`src/pkg/optcfg_cfg.svh`:
```
// option latch addresses, field positions, reset values and recovery counts
`ifndef OPTCFG_CFG_SVH
`define OPTCFG_CFG_SVH

// register indexes; byte address is four times the index
`define OPT_IDX_ONE 16'h001D
`define OPT_IDX_TWO 16'h001F
`define OPT_IDX_OSC 16'hFFCF

// reset and erased values
`define OPT_ONE_RESET 8'h00
`define OPT_TWO_RESET 8'h00
`define OPT_OSC_ERASED 8'hFF
`define OPT_RDATA_ZERO 32'h0000_0000

// writable bits of the second option register (bits 2:1 reserved)
`define OPT_TWO_MASK 8'hF9

// first option register fields
`define OPT_B1_RATE 7
`define OPT_B1_MONITOR_IN_STOP_ON 6
`define OPT_B1_LVIRST 5
`define OPT_B1_VDDOFF 4
`define OPT_B1_VREGOFF 3
`define OPT_B1_SHORT_STOP_RECOVERY 2
`define OPT_B1_STOPEN 1
`define OPT_B1_WDOFF 0

// second option register fields
`define OPT_B2_ICLKOFF 7
`define OPT_B2_RCRUN 6
`define OPT_B2_XRUN 5
`define OPT_B2_TICK_HI 4
`define OPT_B2_TICK_LO 3
`define OPT_B2_BAUD 0

// oscillator option byte fields
`define OPT_BO_SEL_HI 7
`define OPT_BO_SEL_LO 6

// source codes
`define OPT_TICK_INT 2'b00
`define OPT_TICK_RC 2'b01
`define OPT_TICK_XTAL 2'b10
`define OPT_MAIN_INT 2'b01
`define OPT_MAIN_RC 2'b10
`define OPT_MAIN_XTAL 2'b11

// stop recovery lengths in internal oscillator cycles
`define OPT_SHORT_REC_CYC 32
`define OPT_LONG_REC_CYC 4096

`endif

```
`src/pkg/optcfg_pkg.sv`:
```
// types shared by the option latch block
package optcfg_pkg;
   // gray order along run, stop, recover
   typedef enum logic [1:0] {
      OPT_RUN = 2'b00,
      OPT_STOPPED = 2'b01,
      OPT_RECOVER = 2'b11
   } optcfg_state_type;

   // register selector decoded from the bus address
   typedef enum logic [1:0] {
      OPT_SEL_NONE = 2'b00,
      OPT_SEL_ONE = 2'b01,
      OPT_SEL_TWO = 2'b10,
      OPT_SEL_OSC = 2'b11
   } optcfg_sel_type;
endpackage

```
`src/hdl/optcfg_sync.sv`:
```
// three-stage synchroniser with a rising-edge pulse
`timescale 1ns/100ps
module optcfg_sync (
   // clock and reset
   input wire logic hclk,
   input wire logic hresetn,
   // asynchronous level
   input wire logic pin_in,
   // one-cycle pulse on a settled rise
   output logic rise
);
   logic s1;
   logic s2;
   logic s3;
   logic stable;

   // first stage feeds only the second
   always_ff @(posedge hclk or negedge hresetn) begin
      if (!hresetn) begin
         s1 <= 1'b0;
         s2 <= 1'b0;
         s3 <= 1'b0;
      end else begin
         s1 <= pin_in;
         s2 <= s1;
         s3 <= s2;
      end
   end

   // a change counts once stages two and three agree
   // settled level starts high, but the stages reset low, so a pin already high at release still gives one rise
   always_ff @(posedge hclk or negedge hresetn) begin
      if (!hresetn) begin
         stable <= 1'b1;
         rise <= 1'b0;
      end else begin
         rise <= (s2 == s3) && s2 && !stable;
         if (s2 == s3) begin
            stable <= s2;
         end
      end
   end
endmodule // optcfg_sync

```
`src/hdl/optcfg_recovery.sv`:
```
// stop-mode recovery counter on the bus clock, counting internal oscillator ticks
`timescale 1ns/100ps
`include "optcfg_cfg.svh"
module optcfg_recovery #(
   parameter int SHORT_CYC = `OPT_SHORT_REC_CYC,
   parameter int LONG_CYC = `OPT_LONG_REC_CYC
) (
   // clock and reset
   input wire logic hclk,
   input wire logic hresetn,
   // control
   input wire logic start,
   input wire logic use_short,
   input wire logic osc_tick,
   // status
   output logic busy,
   output logic done
);
   logic [12:0] count;

   // reset itself always starts a long recovery
   always_ff @(posedge hclk or negedge hresetn) begin
      if (!hresetn) begin
         count <= 13'(LONG_CYC);
         busy <= 1'b1;
         done <= 1'b0;
      end else begin
         done <= 1'b0;
         if (start) begin
            count <= use_short ? 13'(SHORT_CYC) : 13'(LONG_CYC);
            busy <= 1'b1;
         end else if (busy && osc_tick) begin
            if (count == 13'h0001) begin
               busy <= 1'b0;
               done <= 1'b1;
            end else begin
               count <= count - 13'h0001;
            end
         end
      end
   end
endmodule // optcfg_recovery

```
`src/hdl/optcfg_top.sv`:
```
// option latches, oscillator option byte and stop control behind AHB-Lite
//
// The implementer's own choices: the placing of the registers and the AHB-Lite slave port.
`timescale 1ns/100ps
`include "optcfg_cfg.svh"
module optcfg_top #(
   parameter int SHORT_CYC = `OPT_SHORT_REC_CYC,
   parameter int LONG_CYC = `OPT_LONG_REC_CYC
) (
   // bus clock and reset
   input wire logic hclk,
   input wire logic hresetn,
   // AHB-Lite slave
   input wire logic hsel,
   input wire logic [31:0] haddr,
   input wire logic [1:0] htrans,
   input wire logic hwrite,
   input wire logic [2:0] hsize,
   input wire logic [31:0] hwdata,
   input wire logic hready,
   output logic [31:0] hrdata,
   output logic hreadyout,
   output logic hresp,
   // flash side of the option byte
   input wire logic por_n,
   input wire logic osc_byte_prog,
   input wire logic [7:0] osc_byte_data,
   input wire logic osc_byte_erase,
   // core and monitor events
   input wire logic stop_insn,
   input wire logic wake_event,
   input wire logic lvi_reset_req,
   input wire logic internal_osc_clock_pin,
   // monitor and watchdog controls
   output logic vreg_lvi_enable,
   output logic vdd_lvi_enable,
   output logic lvi_stop_enable,
   output logic lvi_reset_out,
   output logic watchdog_enable,
   output logic watchdog_short_rate,
   // stop control
   output logic stop_illegal,
   output logic stop_mode,
   output logic cpu_clock_run,
   // oscillator enables
   output logic int_osc_run,
   output logic rc_osc_run,
   output logic crystal_osc_run,
   // clock routing selects
   output logic tick_from_int,
   output logic tick_from_rc,
   output logic tick_from_xtal,
   output logic serial_from_bus,
   output logic main_from_int,
   output logic main_from_rc,
   output logic main_from_xtal,
   output logic osc_out_bus,
   output logic osc_out_xtal_inv
);
   logic [7:0] system_option_one;
   logic [7:0] system_option_two;
   logic [7:0] oscillator_option_byte;
   logic one_locked;
   logic two_locked;
   logic wr_pend;
   logic rd_pend;
   optcfg_pkg::optcfg_sel_type wr_sel;
   optcfg_pkg::optcfg_sel_type rd_sel;
   optcfg_pkg::optcfg_state_type state;
   optcfg_pkg::optcfg_state_type next_state;
   logic addr_ok;
   logic internal_osc_clock_tick;
   logic rec_start;
   logic rec_busy;
   logic rec_done;
   logic [1:0] tick_code;
   logic [1:0] main_code;
   logic stopped;

   // decode a word address into a register selector
   function automatic optcfg_pkg::optcfg_sel_type decode(input logic [31:0] a);
      optcfg_pkg::optcfg_sel_type s;
      s = optcfg_pkg::OPT_SEL_NONE;
      if (a[31:18] == 14'h0000 && a[1:0] == 2'b00) begin
         if (a[17:2] == `OPT_IDX_ONE) begin
            s = optcfg_pkg::OPT_SEL_ONE;
         end else if (a[17:2] == `OPT_IDX_TWO) begin
            s = optcfg_pkg::OPT_SEL_TWO;
         end else if (a[17:2] == `OPT_IDX_OSC) begin
            s = optcfg_pkg::OPT_SEL_OSC;
         end
      end
      return s;
   endfunction

   // read value of a selected register, zero when unmapped
   function automatic logic [7:0] read_value(
      input optcfg_pkg::optcfg_sel_type s,
      input logic [7:0] one,
      input logic [7:0] two,
      input logic [7:0] osc
   );
      logic [7:0] v;
      v = 8'h00;
      unique case (s)
         optcfg_pkg::OPT_SEL_ONE: v = one;
         optcfg_pkg::OPT_SEL_TWO: v = two;
         optcfg_pkg::OPT_SEL_OSC: v = osc;
         optcfg_pkg::OPT_SEL_NONE: v = 8'h00;
      endcase
      return v;
   endfunction

   // a transfer is taken only in a real address phase
   assign addr_ok = hsel && hready && htrans[1];

   // bus address phase; reads take one wait state so data come from a flop
   always_ff @(posedge hclk or negedge hresetn) begin
      if (!hresetn) begin
         wr_pend <= 1'b0;
         rd_pend <= 1'b0;
         wr_sel <= optcfg_pkg::OPT_SEL_NONE;
         rd_sel <= optcfg_pkg::OPT_SEL_NONE;
      end else begin
         wr_pend <= addr_ok && hwrite;
         rd_pend <= addr_ok && !hwrite;
         if (addr_ok) begin
            wr_sel <= decode(haddr);
            rd_sel <= decode(haddr);
         end
      end
   end

   // bus answer; always OKAY, reads complete one cycle late
   always_ff @(posedge hclk or negedge hresetn) begin
      if (!hresetn) begin
         hreadyout <= 1'b1;
         hresp <= 1'b0;
         hrdata <= `OPT_RDATA_ZERO;
      end else begin
         hresp <= 1'b0;
         if (addr_ok && !hwrite) begin
            hreadyout <= 1'b0;
         end else if (rd_pend) begin
            hreadyout <= 1'b1;
            hrdata <= {24'h000000,
               read_value(rd_sel, system_option_one, system_option_two,
                  oscillator_option_byte)};
         end
      end
   end

   // first option register: one write per reset, later writes dropped
   always_ff @(posedge hclk or negedge hresetn) begin
      if (!hresetn) begin
         system_option_one <= `OPT_ONE_RESET;
         one_locked <= 1'b0;
      end else if (wr_pend && wr_sel == optcfg_pkg::OPT_SEL_ONE && !one_locked) begin
         system_option_one <= hwdata[7:0];
         one_locked <= 1'b1;
      end
   end

   // second option register, reserved bits held at zero
   always_ff @(posedge hclk or negedge hresetn) begin
      if (!hresetn) begin
         system_option_two <= `OPT_TWO_RESET;
         two_locked <= 1'b0;
      end else if (wr_pend && wr_sel == optcfg_pkg::OPT_SEL_TWO && !two_locked) begin
         system_option_two <= hwdata[7:0] & `OPT_TWO_MASK;
         two_locked <= 1'b1;
      end
   end

   // option byte lives in flash: only power-on, erase and programming touch it
   // a bus write to it is ignored, and system reset leaves it alone
   always_ff @(posedge hclk or negedge por_n) begin
      if (!por_n) begin
         oscillator_option_byte <= `OPT_OSC_ERASED;
      end else if (osc_byte_erase) begin
         oscillator_option_byte <= `OPT_OSC_ERASED;
      end else if (osc_byte_prog) begin
         // programming can only pull bits toward zero
         oscillator_option_byte <= oscillator_option_byte & osc_byte_data;
      end
   end

   // internal oscillator ticks arrive from another clock
   optcfg_sync u_internal_osc_clock_sync (
      .hclk(hclk),
      .hresetn(hresetn),
      .pin_in(internal_osc_clock_pin),
      .rise(internal_osc_clock_tick)
   );

   // recovery counter; busy from reset release
   optcfg_recovery #(
      .SHORT_CYC(SHORT_CYC),
      .LONG_CYC(LONG_CYC)
   ) u_recovery (
      .hclk(hclk),
      .hresetn(hresetn),
      .start(rec_start),
      .use_short(system_option_one[`OPT_B1_SHORT_STOP_RECOVERY]),
      .osc_tick(internal_osc_clock_tick),
      .busy(rec_busy),
      .done(rec_done)
   );

   // stop sequencing; a stop with the enable clear goes nowhere
   always_comb begin
      next_state = state;
      rec_start = 1'b0;
      unique case (state)
         optcfg_pkg::OPT_RUN: begin
            if (stop_insn && system_option_one[`OPT_B1_STOPEN]) begin
               next_state = optcfg_pkg::OPT_STOPPED;
            end
         end
         optcfg_pkg::OPT_STOPPED: begin
            if (wake_event) begin
               next_state = optcfg_pkg::OPT_RECOVER;
               rec_start = 1'b1;
            end
         end
         optcfg_pkg::OPT_RECOVER: begin
            if (rec_done || !rec_busy) begin
               next_state = optcfg_pkg::OPT_RUN;
            end
         end
         default: begin
            next_state = optcfg_pkg::OPT_RECOVER;
         end
      endcase
   end

   // reset lands in recovery so the long delay runs after it
   always_ff @(posedge hclk or negedge hresetn) begin
      if (!hresetn) begin
         state <= optcfg_pkg::OPT_RECOVER;
      end else begin
         state <= next_state;
      end
   end

   // stop status outputs and the illegal-opcode pulse
   always_ff @(posedge hclk or negedge hresetn) begin
      if (!hresetn) begin
         stop_illegal <= 1'b0;
         stop_mode <= 1'b0;
         cpu_clock_run <= 1'b0;
      end else begin
         stop_illegal <= state == optcfg_pkg::OPT_RUN && stop_insn
            && !system_option_one[`OPT_B1_STOPEN];
         stop_mode <= next_state == optcfg_pkg::OPT_STOPPED;
         cpu_clock_run <= next_state == optcfg_pkg::OPT_RUN;
      end
   end

   // field aliases for the decode below
   assign stopped = state == optcfg_pkg::OPT_STOPPED;
   assign tick_code = {system_option_two[`OPT_B2_TICK_HI],
      system_option_two[`OPT_B2_TICK_LO]};
   assign main_code = {oscillator_option_byte[`OPT_BO_SEL_HI],
      oscillator_option_byte[`OPT_BO_SEL_LO]};

   // monitor and watchdog controls
   always_ff @(posedge hclk or negedge hresetn) begin
      if (!hresetn) begin
         vreg_lvi_enable <= 1'b1;
         vdd_lvi_enable <= 1'b1;
         lvi_stop_enable <= 1'b0;
         lvi_reset_out <= 1'b0;
         watchdog_enable <= 1'b1;
         watchdog_short_rate <= 1'b0;
      end else begin
         vreg_lvi_enable <= !system_option_one[`OPT_B1_VREGOFF];
         vdd_lvi_enable <= !system_option_one[`OPT_B1_VDDOFF];
         // in-stop monitor only while at least one monitor is on
         lvi_stop_enable <= system_option_one[`OPT_B1_MONITOR_IN_STOP_ON]
            && !(system_option_one[`OPT_B1_VDDOFF]
            && system_option_one[`OPT_B1_VREGOFF]);
         lvi_reset_out <= lvi_reset_req && !system_option_one[`OPT_B1_LVIRST];
         watchdog_enable <= !system_option_one[`OPT_B1_WDOFF];
         watchdog_short_rate <= system_option_one[`OPT_B1_RATE];
      end
   end

   // oscillator run enables; outside stop everything runs
   always_ff @(posedge hclk or negedge hresetn) begin
      if (!hresetn) begin
         int_osc_run <= 1'b1;
         rc_osc_run <= 1'b1;
         crystal_osc_run <= 1'b1;
      end else begin
         int_osc_run <= !(stopped && system_option_two[`OPT_B2_ICLKOFF]);
         rc_osc_run <= !stopped || system_option_two[`OPT_B2_RCRUN];
         crystal_osc_run <= !stopped || system_option_two[`OPT_B2_XRUN];
      end
   end

   // tick and serial clock routing; code 11 selects no tick source
   always_ff @(posedge hclk or negedge hresetn) begin
      if (!hresetn) begin
         tick_from_int <= 1'b1;
         tick_from_rc <= 1'b0;
         tick_from_xtal <= 1'b0;
         serial_from_bus <= 1'b0;
      end else begin
         tick_from_int <= tick_code == `OPT_TICK_INT;
         tick_from_rc <= tick_code == `OPT_TICK_RC;
         tick_from_xtal <= tick_code == `OPT_TICK_XTAL;
         serial_from_bus <= system_option_two[`OPT_B2_BAUD];
      end
   end

   // main oscillator and output pin routing; code 00 selects nothing
   // these follow the option byte, so system reset does not disturb them
   always_ff @(posedge hclk or negedge por_n) begin
      if (!por_n) begin
         main_from_int <= 1'b0;
         main_from_rc <= 1'b0;
         main_from_xtal <= 1'b1;
         osc_out_bus <= 1'b0;
         osc_out_xtal_inv <= 1'b1;
      end else begin
         main_from_int <= main_code == `OPT_MAIN_INT;
         main_from_rc <= main_code == `OPT_MAIN_RC;
         main_from_xtal <= main_code == `OPT_MAIN_XTAL;
         osc_out_bus <= main_code == `OPT_MAIN_INT || main_code == `OPT_MAIN_RC;
         osc_out_xtal_inv <= main_code == `OPT_MAIN_XTAL;
      end
   end
endmodule // optcfg_top

```
`config.mk`:
```
export PLATFORM = sky130hd
export DESIGN_NAME = optcfg_top
export DESIGN_NICKNAME = d
export VERILOG_FILES = /design/src/pkg/optcfg_pkg.sv /design/src/hdl/optcfg_sync.sv /design/src/hdl/optcfg_recovery.sv /design/src/hdl/optcfg_top.sv
export VERILOG_INCLUDE_DIRS = /design/src /design/src/pkg
export SDC_FILE = /design/constraint.sdc
export NUM_CORES = 1
export LEC_CHECK = 0
export BUFFER_PORTS_ARGS = -buffer_cell sky130_fd_sc_hd__buf_2
export CORE_MARGIN = 2
export CORE_UTILIZATION = 48
export DETAILED_ROUTE_END_ITERATION = 8
export GPL_TIMING_DRIVEN = 0
export PLACE_DENSITY_LB_ADDON = 0.1
export SLEW_MARGIN = 25
export SYNTH_ARGS = -nofsm -noshare
export SYNTH_HDL_FRONTEND = slang
export SYNTH_SLANG_ARGS = --single-unit
```
`constraint.sdc`:
```
create_clock -name hclk -period 2.8 [get_ports hclk]
set_input_delay 0 -clock hclk [delete_from_list [all_inputs] [get_ports hclk]]
set_output_delay 0 -clock hclk [all_outputs]
set_load 0.01 [all_outputs]
```
==> results of run 1 <==
## stage by stage
step / hold slack [ns] / std cells / area, um2 / utilization, % / total power [mW]
2_1_floorplan: -0.296 / 345 / 3700 / - / 1.74
3_3_place_gp: -0.112 / 533 / 4270 / 58.8 / 1.88
3_5_place_dp: -0.104 / 534 / 4290 / 59.1 / 1.91
4_1_cts: 0.0102 / 577 / 4740 / 65.4 / 2.70
5_1_grt: 0.0256 / 577 / 4740 / 65.4 / 2.84
6_report: 0.0245 / 577 / 4740 / 65.4 / 2.68
## timing repair
item	4_1_cts	5_1_grt
endpoints found under the hold margin	107	0
hold buffers	27	0
resized for setup	0	0
## state kept, by name (all words and copies together) (netlist names), 2 cells and up
signal / flops
u_recovery.count: 13
hrdata: 8
oscillator_option_byte: 8
system_option_one: 8
system_option_two: 6
rd_sel: 2
state: 2
## cells by family (layout without fill, tap and decap cells)
kind of cell | count (synthesis) | count (layout) | synth area share (%)
DFF | 79 | 79 | 55.6
muxes | 19 | 19 | 5.90
xor gates and xnor gates | 2 | 2 | 0.486
buffers and inverters | 50 | 183 | 8.19
other | 1 | 25 | 0.104
AOI/OAI and AO/OA | 60 | 60 | 10.9
and+or+nand+nor | 104 | 104 | 16.8
adders and majority gates | 6 | 6 | 2.08
## cells in the final DEF, fill, tap and decap left out, types with 2 or more instances in the layout
cell	instances
nor3_1	3
inv_1	13
clkinv_2	2
a21o_1	9
a21oi_1	12
a31oi_1	3
o41ai_1	3
buf_4	29
o31ai_1	3
xnor2_1	2
o21ai_0	19
or4_1	8
dfrtp_1	57
nor4b_1	2
buf_2	89
or3_1	3
nand2b_1	14
conb_1	25
mux2_2	18
nand2_1	29
clkbuf_8	11
ha_1	6
a22oi_1	6
dlygate4sd3_1	27
nor2b_1	6
clkbuf_1	7
nand3_1	3
clkinvlp_4	3
nor4_1	4
dfstp_2	22
nand4_1	3
nand3b_1	2
nor2_1	14
nand4b_1	2
## layout make-up
cell class	instances	area, um2
Clock inverter	5	32.5
Tap cell	99	124
Timing Repair Buffer	117	738
Fill cell	608	2510
Multi-Input combinational cell	216	1400
Buffer	37	246
Clock buffer	11	151
Inverter	13	48.8
Sequential cell	79	2000
## critical path, delay by kind of cell, from the launching register on
family / cells / cell delay (ns)
flops: 1 / 0.43
buf+inv: 2 / 0.29
fa+ha+maj: 1 / 0.17
simple gates: 2 / 0.81
compound gates: 2 / 0.54
## layer usage
| layer | track usage [%] | vias to the layer above | wire length (um) |
|---|---|---|---|
| li1 | - | 1376 | - |
| met1 | 26.7 | 1367 | 3470 |
| met2 | 30.8 | 99 | 3600 |
| met3 | 3.84 | 10 | 416 |
| met4 | 7.82 | 0 | 111 |
| met5 | 0 | - | 0 |
## how the worst max path moves through the flow
stage | from | to | depth (start not counted) | slack (ns)
detailed placement | u_recovery.count[0] | u_recovery.count[10] | 7 | 0.49
global placement | u_recovery.count[0] | u_recovery.count[10] | 7 | 0.54
global route | u_recovery.count[0] | u_recovery.count[10] | 7 | 0.31
finish | u_recovery.count[0] | u_recovery.count[10] | 7 | 0.48
floorplan | u_recovery.count[0] | u_recovery.count[10] | 7 | 0.72
CTS | u_recovery.count[0] | u_recovery.count[10] | 7 | 0.45
## power groups by stage
stage | Clock, mW | Sequential [mW] | Combinational [mW]
2_1_floorplan | 0 | 1.39 | 0.343
3_3_place_gp | 0 | 1.41 | 0.469
3_5_place_dp | 0 | 1.42 | 0.488
4_1_cts | 0.788 | 1.40 | 0.518
5_1_grt | 0.841 | 1.42 | 0.583
6_report | 0.765 | 1.40 | 0.516
==> impl_metrics.yaml, run 1 <==
sta:
  maxSlewHeadroom_pct: 54.3
  worstMarginPinSlew_ns: 0.683
  slew_violations: 0
  hold_viol: 0
  max_freq_mhz: 431
  rsz0062_at_grt: "false"
  fin_crit_ns: 2.32
  setup_viol: 0
  fin_ws_ns: 0.477
  fin_crit_sh_pct: 83.0
  fin_skew_ns: 0.0102
  tns_ns: 0
critical_path:
  cp-start-kind: "flop"
  slowest_delay_ns: 0.46
  cp-end-kind: "flop"
  path_class: "flop to flop"
  r2r_cells: 7
  critPathSlowestCell: "or4b_1"
  cp_max_fo: 8
  reg2reg_slack_ns: 0.48
  rr_endpoint: "u_recovery.count[10]"
  rr_startpoint: "u_recovery.count[0]"
  path_cells: "inv_1 > ha_1 > or3b_1 > clkbuf_1 > a2111oi_4 > or4b_1 > a21oi_1"
  cp.required_ns: 3.05
  cp_data_arrival_time_ns: 2.58
die:
  ios: 144
  rows: 31
  die-area_um2: 8220
  die_height_um: 90.7
  core-area_um2: 7250
  initial_utilization_pct: 49.7
  fp.dieW_um: 90.7
grt:
  grt_pass1_vias: 2830
  antenna_found_initial: 0
  track_usage_pct: 19.5
  grt_pass1_wl_um: 12800
  grt_max_degree: 46
  grt-ovfl-total: 0
power:
  combPwrFrac_pct: 19.3
  pwr-share-seq_pct: 52.2
  p_switching_mw: 0.793
  p_per_area_nw_per_um2: 566
  pwr-share-clk_pct: 28.5
  p_leak_nw: 2.31
  swShare_pct: 29.6
  vdd_drop_max_mv: 0.289
  intPower_mw: 1.89
routing:
  wire_per_inst_um: 13.2
  viasPerCell: 4.94
  finalWirelength_um: 7610
  vias: 2852
  drc: 0
  dr.first_iter.drc_count: 73
  drt-pass1-iter-count: 4
  postRouteAntennaNets: 0
placement:
  dp.final_hpwl_um: 5490
  port_buffers: 89
  dp_worst_setup_slack_ns: 0.487
  gp_congestion: 0.766
synth:
  synth_edf_count: 0
  synthTopCellsByArea: "dfrtp_1 (40%), dfstp_2 (16%), buf_4 (5.8%), mux2_2 (5.6%), nand2_1 (3.0%)"
  synth_top_cell_area_share_pct: 39.6
  synth.most_common_cell: "dfrtp_1"
  synth_area_um2: 3610
  synth_seq_cells: 79
  ys_seq_area_share_pct: 55.6
  syn-mean-instance-area_um2: 11.2
  synthArstFlopShare_pct: 100
  synth_commonest_cells: "dfrtp_1 (57), nand2_1 (29), buf_4 (28)"
  ys_types: 48
  synth_top_cell_by_area: "dfrtp_1"
  synth_warnings: 0
  synthFlopType: "dfrtp_1"
  synth_cells: 321
clocking:
  htreeDepth: 3
  post_cts_buffers: 0
  cts_root_buf: "clkbuf_8"
  cts_tree: "done"
  clock_latency_ns: 0.34
  cts_buffers: 9
  clk_pin_slew_ns: 0.08
  clk_path_buf_depth: 2
  cts.sinks: 79
finish:
  diodes: 0
  area_growth_pct: 31.5
  drive_gt1_share_pct: 38.7
  finalNetCount: 568
worst_hold_path:
  hold_class: "input port to flop"
  min_to: "oscillator_option_byte[7]"
  holdPathStages: 3
  worstHoldStart: "osc_byte_prog"
outcome:
  status: "finished, final reports clean"
job:
  drv_cap: 0
Note: power is estimated with default switching activity, not from simulation.
==> inputs of run 2 (changes only) <==
--- a/config.mk
+++ b/config.mk
@@ -8,7 +8,7 @@
 export LEC_CHECK = 0
 export BUFFER_PORTS_ARGS = -buffer_cell sky130_fd_sc_hd__buf_2
 export CORE_MARGIN = 2
-export CORE_UTILIZATION = 48
+export CORE_UTILIZATION = 44
 export DETAILED_ROUTE_END_ITERATION = 8
 export GPL_TIMING_DRIVEN = 0
 export PLACE_DENSITY_LB_ADDON = 0.1
==> constraint.sdc (replaced) <==
create_clock -name hclk -period 2.1 [get_ports hclk]
set_input_delay 0 -clock hclk [delete_from_list [all_inputs] [get_ports hclk]]
set_output_delay 0 -clock hclk [all_outputs]
set_load 0.01 [all_outputs]
==> impl_metrics.yaml, run 2 (synthesized netlist as in run 1, its figures left out) <==
sta:
  worstMarginPinSlew_ns: 0.496
  rsz0062_at_grt: "false"
  maxSlewHeadroom_pct: 66.7
  slew_violations: 0
  max_freq_mhz: 490
  fin_crit_sh_pct: 97.2
  fin_skew_ns: 0.00502
  fin_crit_ns: 2.04
  timing.hold.ws_ns: 0.0105
  tns_ns: 0
  hold_viol: 0
  setup_viol: 0
die:
  die-area_um2: 8940
  die_height_um: 94.5
  initial_utilization_pct: 44.6
  core-area_um2: 8090
  rows: 33
  ios: 144
  fp.dieW_um: 94.5
clocking:
  clock_latency_ns: 0.35
  cts_root_buf: "clkbuf_8"
  clk_path_buf_depth: 2
  cts_tree: "done"
  clk_pin_slew_ns: 0.08
  htreeDepth: 3
  cts_buffers: 9
  cts.sinks: 79
routing:
  viasPerCell: 4.86
  wire_per_inst_um: 13.2
  drc: 0
  drt-pass1-iter-count: 4
  finalWirelength_um: 7730
  dr.first_iter.drc_count: 53
  vias: 2855
  postRouteAntennaNets: 0
critical_path:
  cp-end-kind: "flop"
  reg2reg_slack_ns: 0.06
  path_class: "flop to flop"
  cp_max_fo: 7
  cp_data_arrival_time_ns: 2.32
  r2r_cells: 4
  cp-start-kind: "flop"
  cp.required_ns: 2.38
grt:
  grt_pass1_vias: 2755
  grt_max_degree: 48
  grt-ovfl-total: 0
  antenna_found_initial: 0
  grt_pass1_wl_um: 12400
  track_usage_pct: 18.1
job:
  drv_cap: 0
power:
  p_per_area_nw_per_um2: 785
  p_leak_nw: 2.37
  vdd_drop_max_mv: 0.289
worst_hold_path:
  hold_class: "input port to flop"
  holdPathStages: 3
finish:
  finalNetCount: 573
  final_area_um2: 4870
  finish.utilization_pct: 60.2
  largest_reg_flops: 13
  drive_gt1_share_pct: 42.3
  mostFrequentLayoutCells: "buf_2 (89), dfrtp_1 (56), buf_4 (35)"
  area_growth_pct: 35.1
  fillers: 701
  seqCellArea_um2: 2010
  diodes: 0
  layout_commonest_cell: "buf_2"
  top_register: "u_recovery.count"
  final_cells: 587
  multiInputGateArea_um2: 1450
placement:
  port_buffers: 89
  dp.final_hpwl_um: 5520
  gp_congestion: 0.816
  placedCellCount: 540
  dpl_cell_area_um2: 4300
outcome:
  status: "finished, final reports clean"
==> run 2: cell count changes in the layout (fill, tap and decap cells not counted), moves of 2 or more <==
cell / previous run / this run
buf_4: 29 / 35
a21oi_1: 12 / 9
a21oi_2: 0 / 3
clkinvlp_4: 3 / 0
or4_1: 8 / 5
or4_4: 1 / 4
clkbuf_1: 7 / 5
==> run 2: worst max-delay path, stage by stage, from the launching register on <==
cell     delay [ns]
dfrtp_2        0.46
or4_4          0.55
a211o_1        0.35
or4_4          0.50
a21oi_2        0.12
==> run 2: worst paths after layout <==
path                                              startpoint                            to
worst max-delay path                     u_recovery.count[5]           u_recovery.count[9]
worst min-delay path                                  hready                       wr_pend
worst max register to register           u_recovery.count[5]           u_recovery.count[9]
worst min register to register  u_internal_osc_clock_sync.s1  u_internal_osc_clock_sync.s2
max in group asynchronous                            hresetn                vdd_lvi_enable
min in group asynchronous                              por_n                   osc_out_bus
==> run 2: layout make-up <==
cell class,count,share of cell area (%)
Sequential cell,79,41.2
Multi-Input combinational cell,216,29.7
Timing Repair Buffer,124,16.5
Buffer,35,4.90
Clock buffer,11,3.11
Tap cell,105,2.70
Inverter,13,1.00
Clock inverter,4,0.924
==> run 2: what timing repair did <==
action	CTS	global route
hold endpoints to repair	103	0
hold buffers	27	0
gates resized for setup	6	13
setup buffers	4	3
pin swaps	3	8
endpoints found under the setup margin	2	16
==> run 2: through the flow <==
stage / setup WS [ns] / power [mW]
6_report: 0.0582 / 3.82
5_1_grt: 0.00560 / 4.03
4_1_cts: 0.00677 / 3.80
3_5_place_dp: -0.147 / 2.55
3_3_place_gp: -0.122 / 2.51
2_1_floorplan: 0.0219 / 2.32
==> run 2: where the power goes <==
part	internal, mW	switching [mW]
Clock	0.601	0.522
Sequential	1.69	0.191
Combinational	0.426	0.391
==> run 2: per-layer routing <==
metal | wire length, um | GRT usage [%] | part of all wire (%)
met4 | 109 | 6.16 | 1.4
met2 | 3920 | 31.6 | 51
met3 | 384 | 4.07 | 5.0
met5 | 0 | 0 | 0
met1 | 3320 | 22.2 | 43
==> inputs of run 3 (changes only) <==
--- a/config.mk
+++ b/config.mk
@@ -7,11 +7,10 @@
 export NUM_CORES = 1
 export LEC_CHECK = 0
 export BUFFER_PORTS_ARGS = -buffer_cell sky130_fd_sc_hd__buf_2
-export CORE_MARGIN = 2
 export CORE_UTILIZATION = 44
 export DETAILED_ROUTE_END_ITERATION = 8
 export GPL_TIMING_DRIVEN = 0
-export PLACE_DENSITY_LB_ADDON = 0.1
+export PLACE_DENSITY_LB_ADDON = 0.3
 export SLEW_MARGIN = 25
 export SYNTH_ARGS = -nofsm -noshare
 export SYNTH_HDL_FRONTEND = slang
==> impl_metrics.yaml, run 3 (synthesized netlist as in run 1, its figures left out) <==
die:
  die-area_um2: 8560
  rows: 32
  die_height_um: 92.5
  initial_utilization_pct: 46.2
  ios: 144
  fp.dieW_um: 92.5
  core-area_um2: 7810
worst_hold_path:
  worstHoldStart: "osc_byte_prog"
  holdPathStages: 3
  hold_class: "input port to flop"
  min_to: "oscillator_option_byte[6]"
sta:
  slew_violations: 0
  hold_viol: 0
  setup_viol: 0
  fin_crit_ns: 2.09
  tns_ns: 0
  max_freq_mhz: 479
  fin_crit_sh_pct: 99.3
  fin_ws_ns: 0.0141
  worstMarginPinSlew_ns: 0.677
  fin_skew_ns: 0.0107
  rsz0062_at_grt: "true"
  maxSlewHeadroom_pct: 54.8
critical_path:
  path_class: "flop to flop"
  cp-start-kind: "flop"
  rr_endpoint: "u_recovery.count[7]"
  cp_data_arrival_time_ns: 2.37
  critPathSlowestCell: "or4_1"
  crit_family: "simple AND/OR/NAND/NOR gates"
  cp_max_fo: 7
  cp_num_cells: 5
  cp-end-kind: "flop"
  rr_startpoint: "u_recovery.count[0]"
  reg2reg_slack_ns: 0.01
  worst-path-buf-inv: 1
  slowest_delay_ns: 0.53
  path_cells: "or4_1 > buf_2 > or4_1 > or3_4 > a21oi_2"
  cp.required_ns: 2.38
  r2r_cells: 5
  critPathMostFrequentCell: "or4_1"
grt:
  grt_pass1_vias: 2852
  grt_pass1_wl_um: 12800
  track_usage_pct: 19.3
  grt-ovfl-total: 0
  grt_max_degree: 54
  antenna_found_initial: 0
placement:
  port_buffers: 89
  dp_worst_setup_slack_ns: -0.216
  dpl_cell_area_um2: 4300
  gp_congestion: 0.806
  placedCellCount: 537
  dp.final_hpwl_um: 5550
power:
  vdd_drop_max_mv: 0.356
  p_leak_nw: 2.38
  p_per_area_nw_per_um2: 823
clocking:
  cts.sinks: 79
  clk_path_buf_depth: 2
  cts_tree: "done"
  cts_buffers: 9
  cts_root_buf: "clkbuf_8"
  clk_pin_slew_ns: 0.08
  htreeDepth: 3
  clock_latency_ns: 0.35
finish:
  final_cells: 586
  layout_commonest_cell: "buf_2"
  largest_reg_flops: 13
  finish.utilization_pct: 62.5
  final_area_um2: 4880
  top_register: "u_recovery.count"
  finalNetCount: 574
  mostFrequentLayoutCells: "buf_2 (90), dfrtp_1 (57), buf_4 (35)"
  diodes: 0
  drive_gt1_share_pct: 40.3
  area_growth_pct: 35.3
routing:
  drt-pass1-iter-count: 4
  vias: 2852
  finalWirelength_um: 7750
  viasPerCell: 4.87
  dr.first_iter.drc_count: 90
  wire_per_inst_um: 13.2
  postRouteAntennaNets: 0
  drc: 0
outcome:
  status: "finished, final reports clean"
job:
  drv_cap: 0
[run 3: how the worst max path moves through the flow]
stage / from / end
after detailed placement: u_recovery.count[0] / u_recovery.count[10]
after CTS: u_recovery.count[0] / u_recovery.count[7]
after global routing: u_recovery.count[1] / u_recovery.count[5]
final: u_recovery.count[0] / u_recovery.count[7]
after floorplan: u_recovery.count[0] / u_recovery.count[10]
after global placement: u_recovery.count[0] / u_recovery.count[10]
[run 3: metrics by stage]
step / total power, mW / hold slack, ns
after floorplan: 2.32 / -0.296
after global placement: 2.50 / -0.115
after detailed placement: 2.55 / -0.126
after CTS: 3.98 / 0.000410
after global routing: 4.20 / 0.0162
final: 4.01 / 0.0195
[run 3: worst reg2reg max path, cell delays in order (launching register included)]
cell and delay [ns]:
dfrtp_1 0.42, or4_1 0.53, buf_2 0.17, or4_1 0.42
or3_4 0.35, a21oi_2 0.13
[run 3: layout make-up]
cell class / instances / area, um2
fill: 647 / 2930
sequential: 79 / 2000
multi-input combinational: 216 / 1410
timing repair buffer: 124 / 801
buffer: 36 / 244
clock buffer: 10 / 128
tap: 102 / 128
clock inverter: 6 / 116
inverter: 13 / 48.8
[run 3: timing repair]
| action | 4_1_cts | 5_1_grt |
|---|---|---|
| setup endpoints to repair | 2 | 10 |
| gates resized for setup | 1 | 6 |
| pin swaps | 1 | 2 |
| setup buffers | 1 | 5 |
| gates cloned | 0 | 0 |
| hold buffers | 28 | 0 |
| hold endpoints to repair | 106 | 0 |
[run 3: metal layers]
metal  GRT usage, %  routed length (um)
met3           4.68                 336
met5              0                   0
met2           34.3                4050
met1           22.4                3280
met4           7.03                  90
[run 3: where the power goes]
part	total (mW)	switching (mW)	internal, mW
sequential	1.87	0.182	1.69
clock	1.37	0.569	0.801
combinational	0.773	0.370	0.403
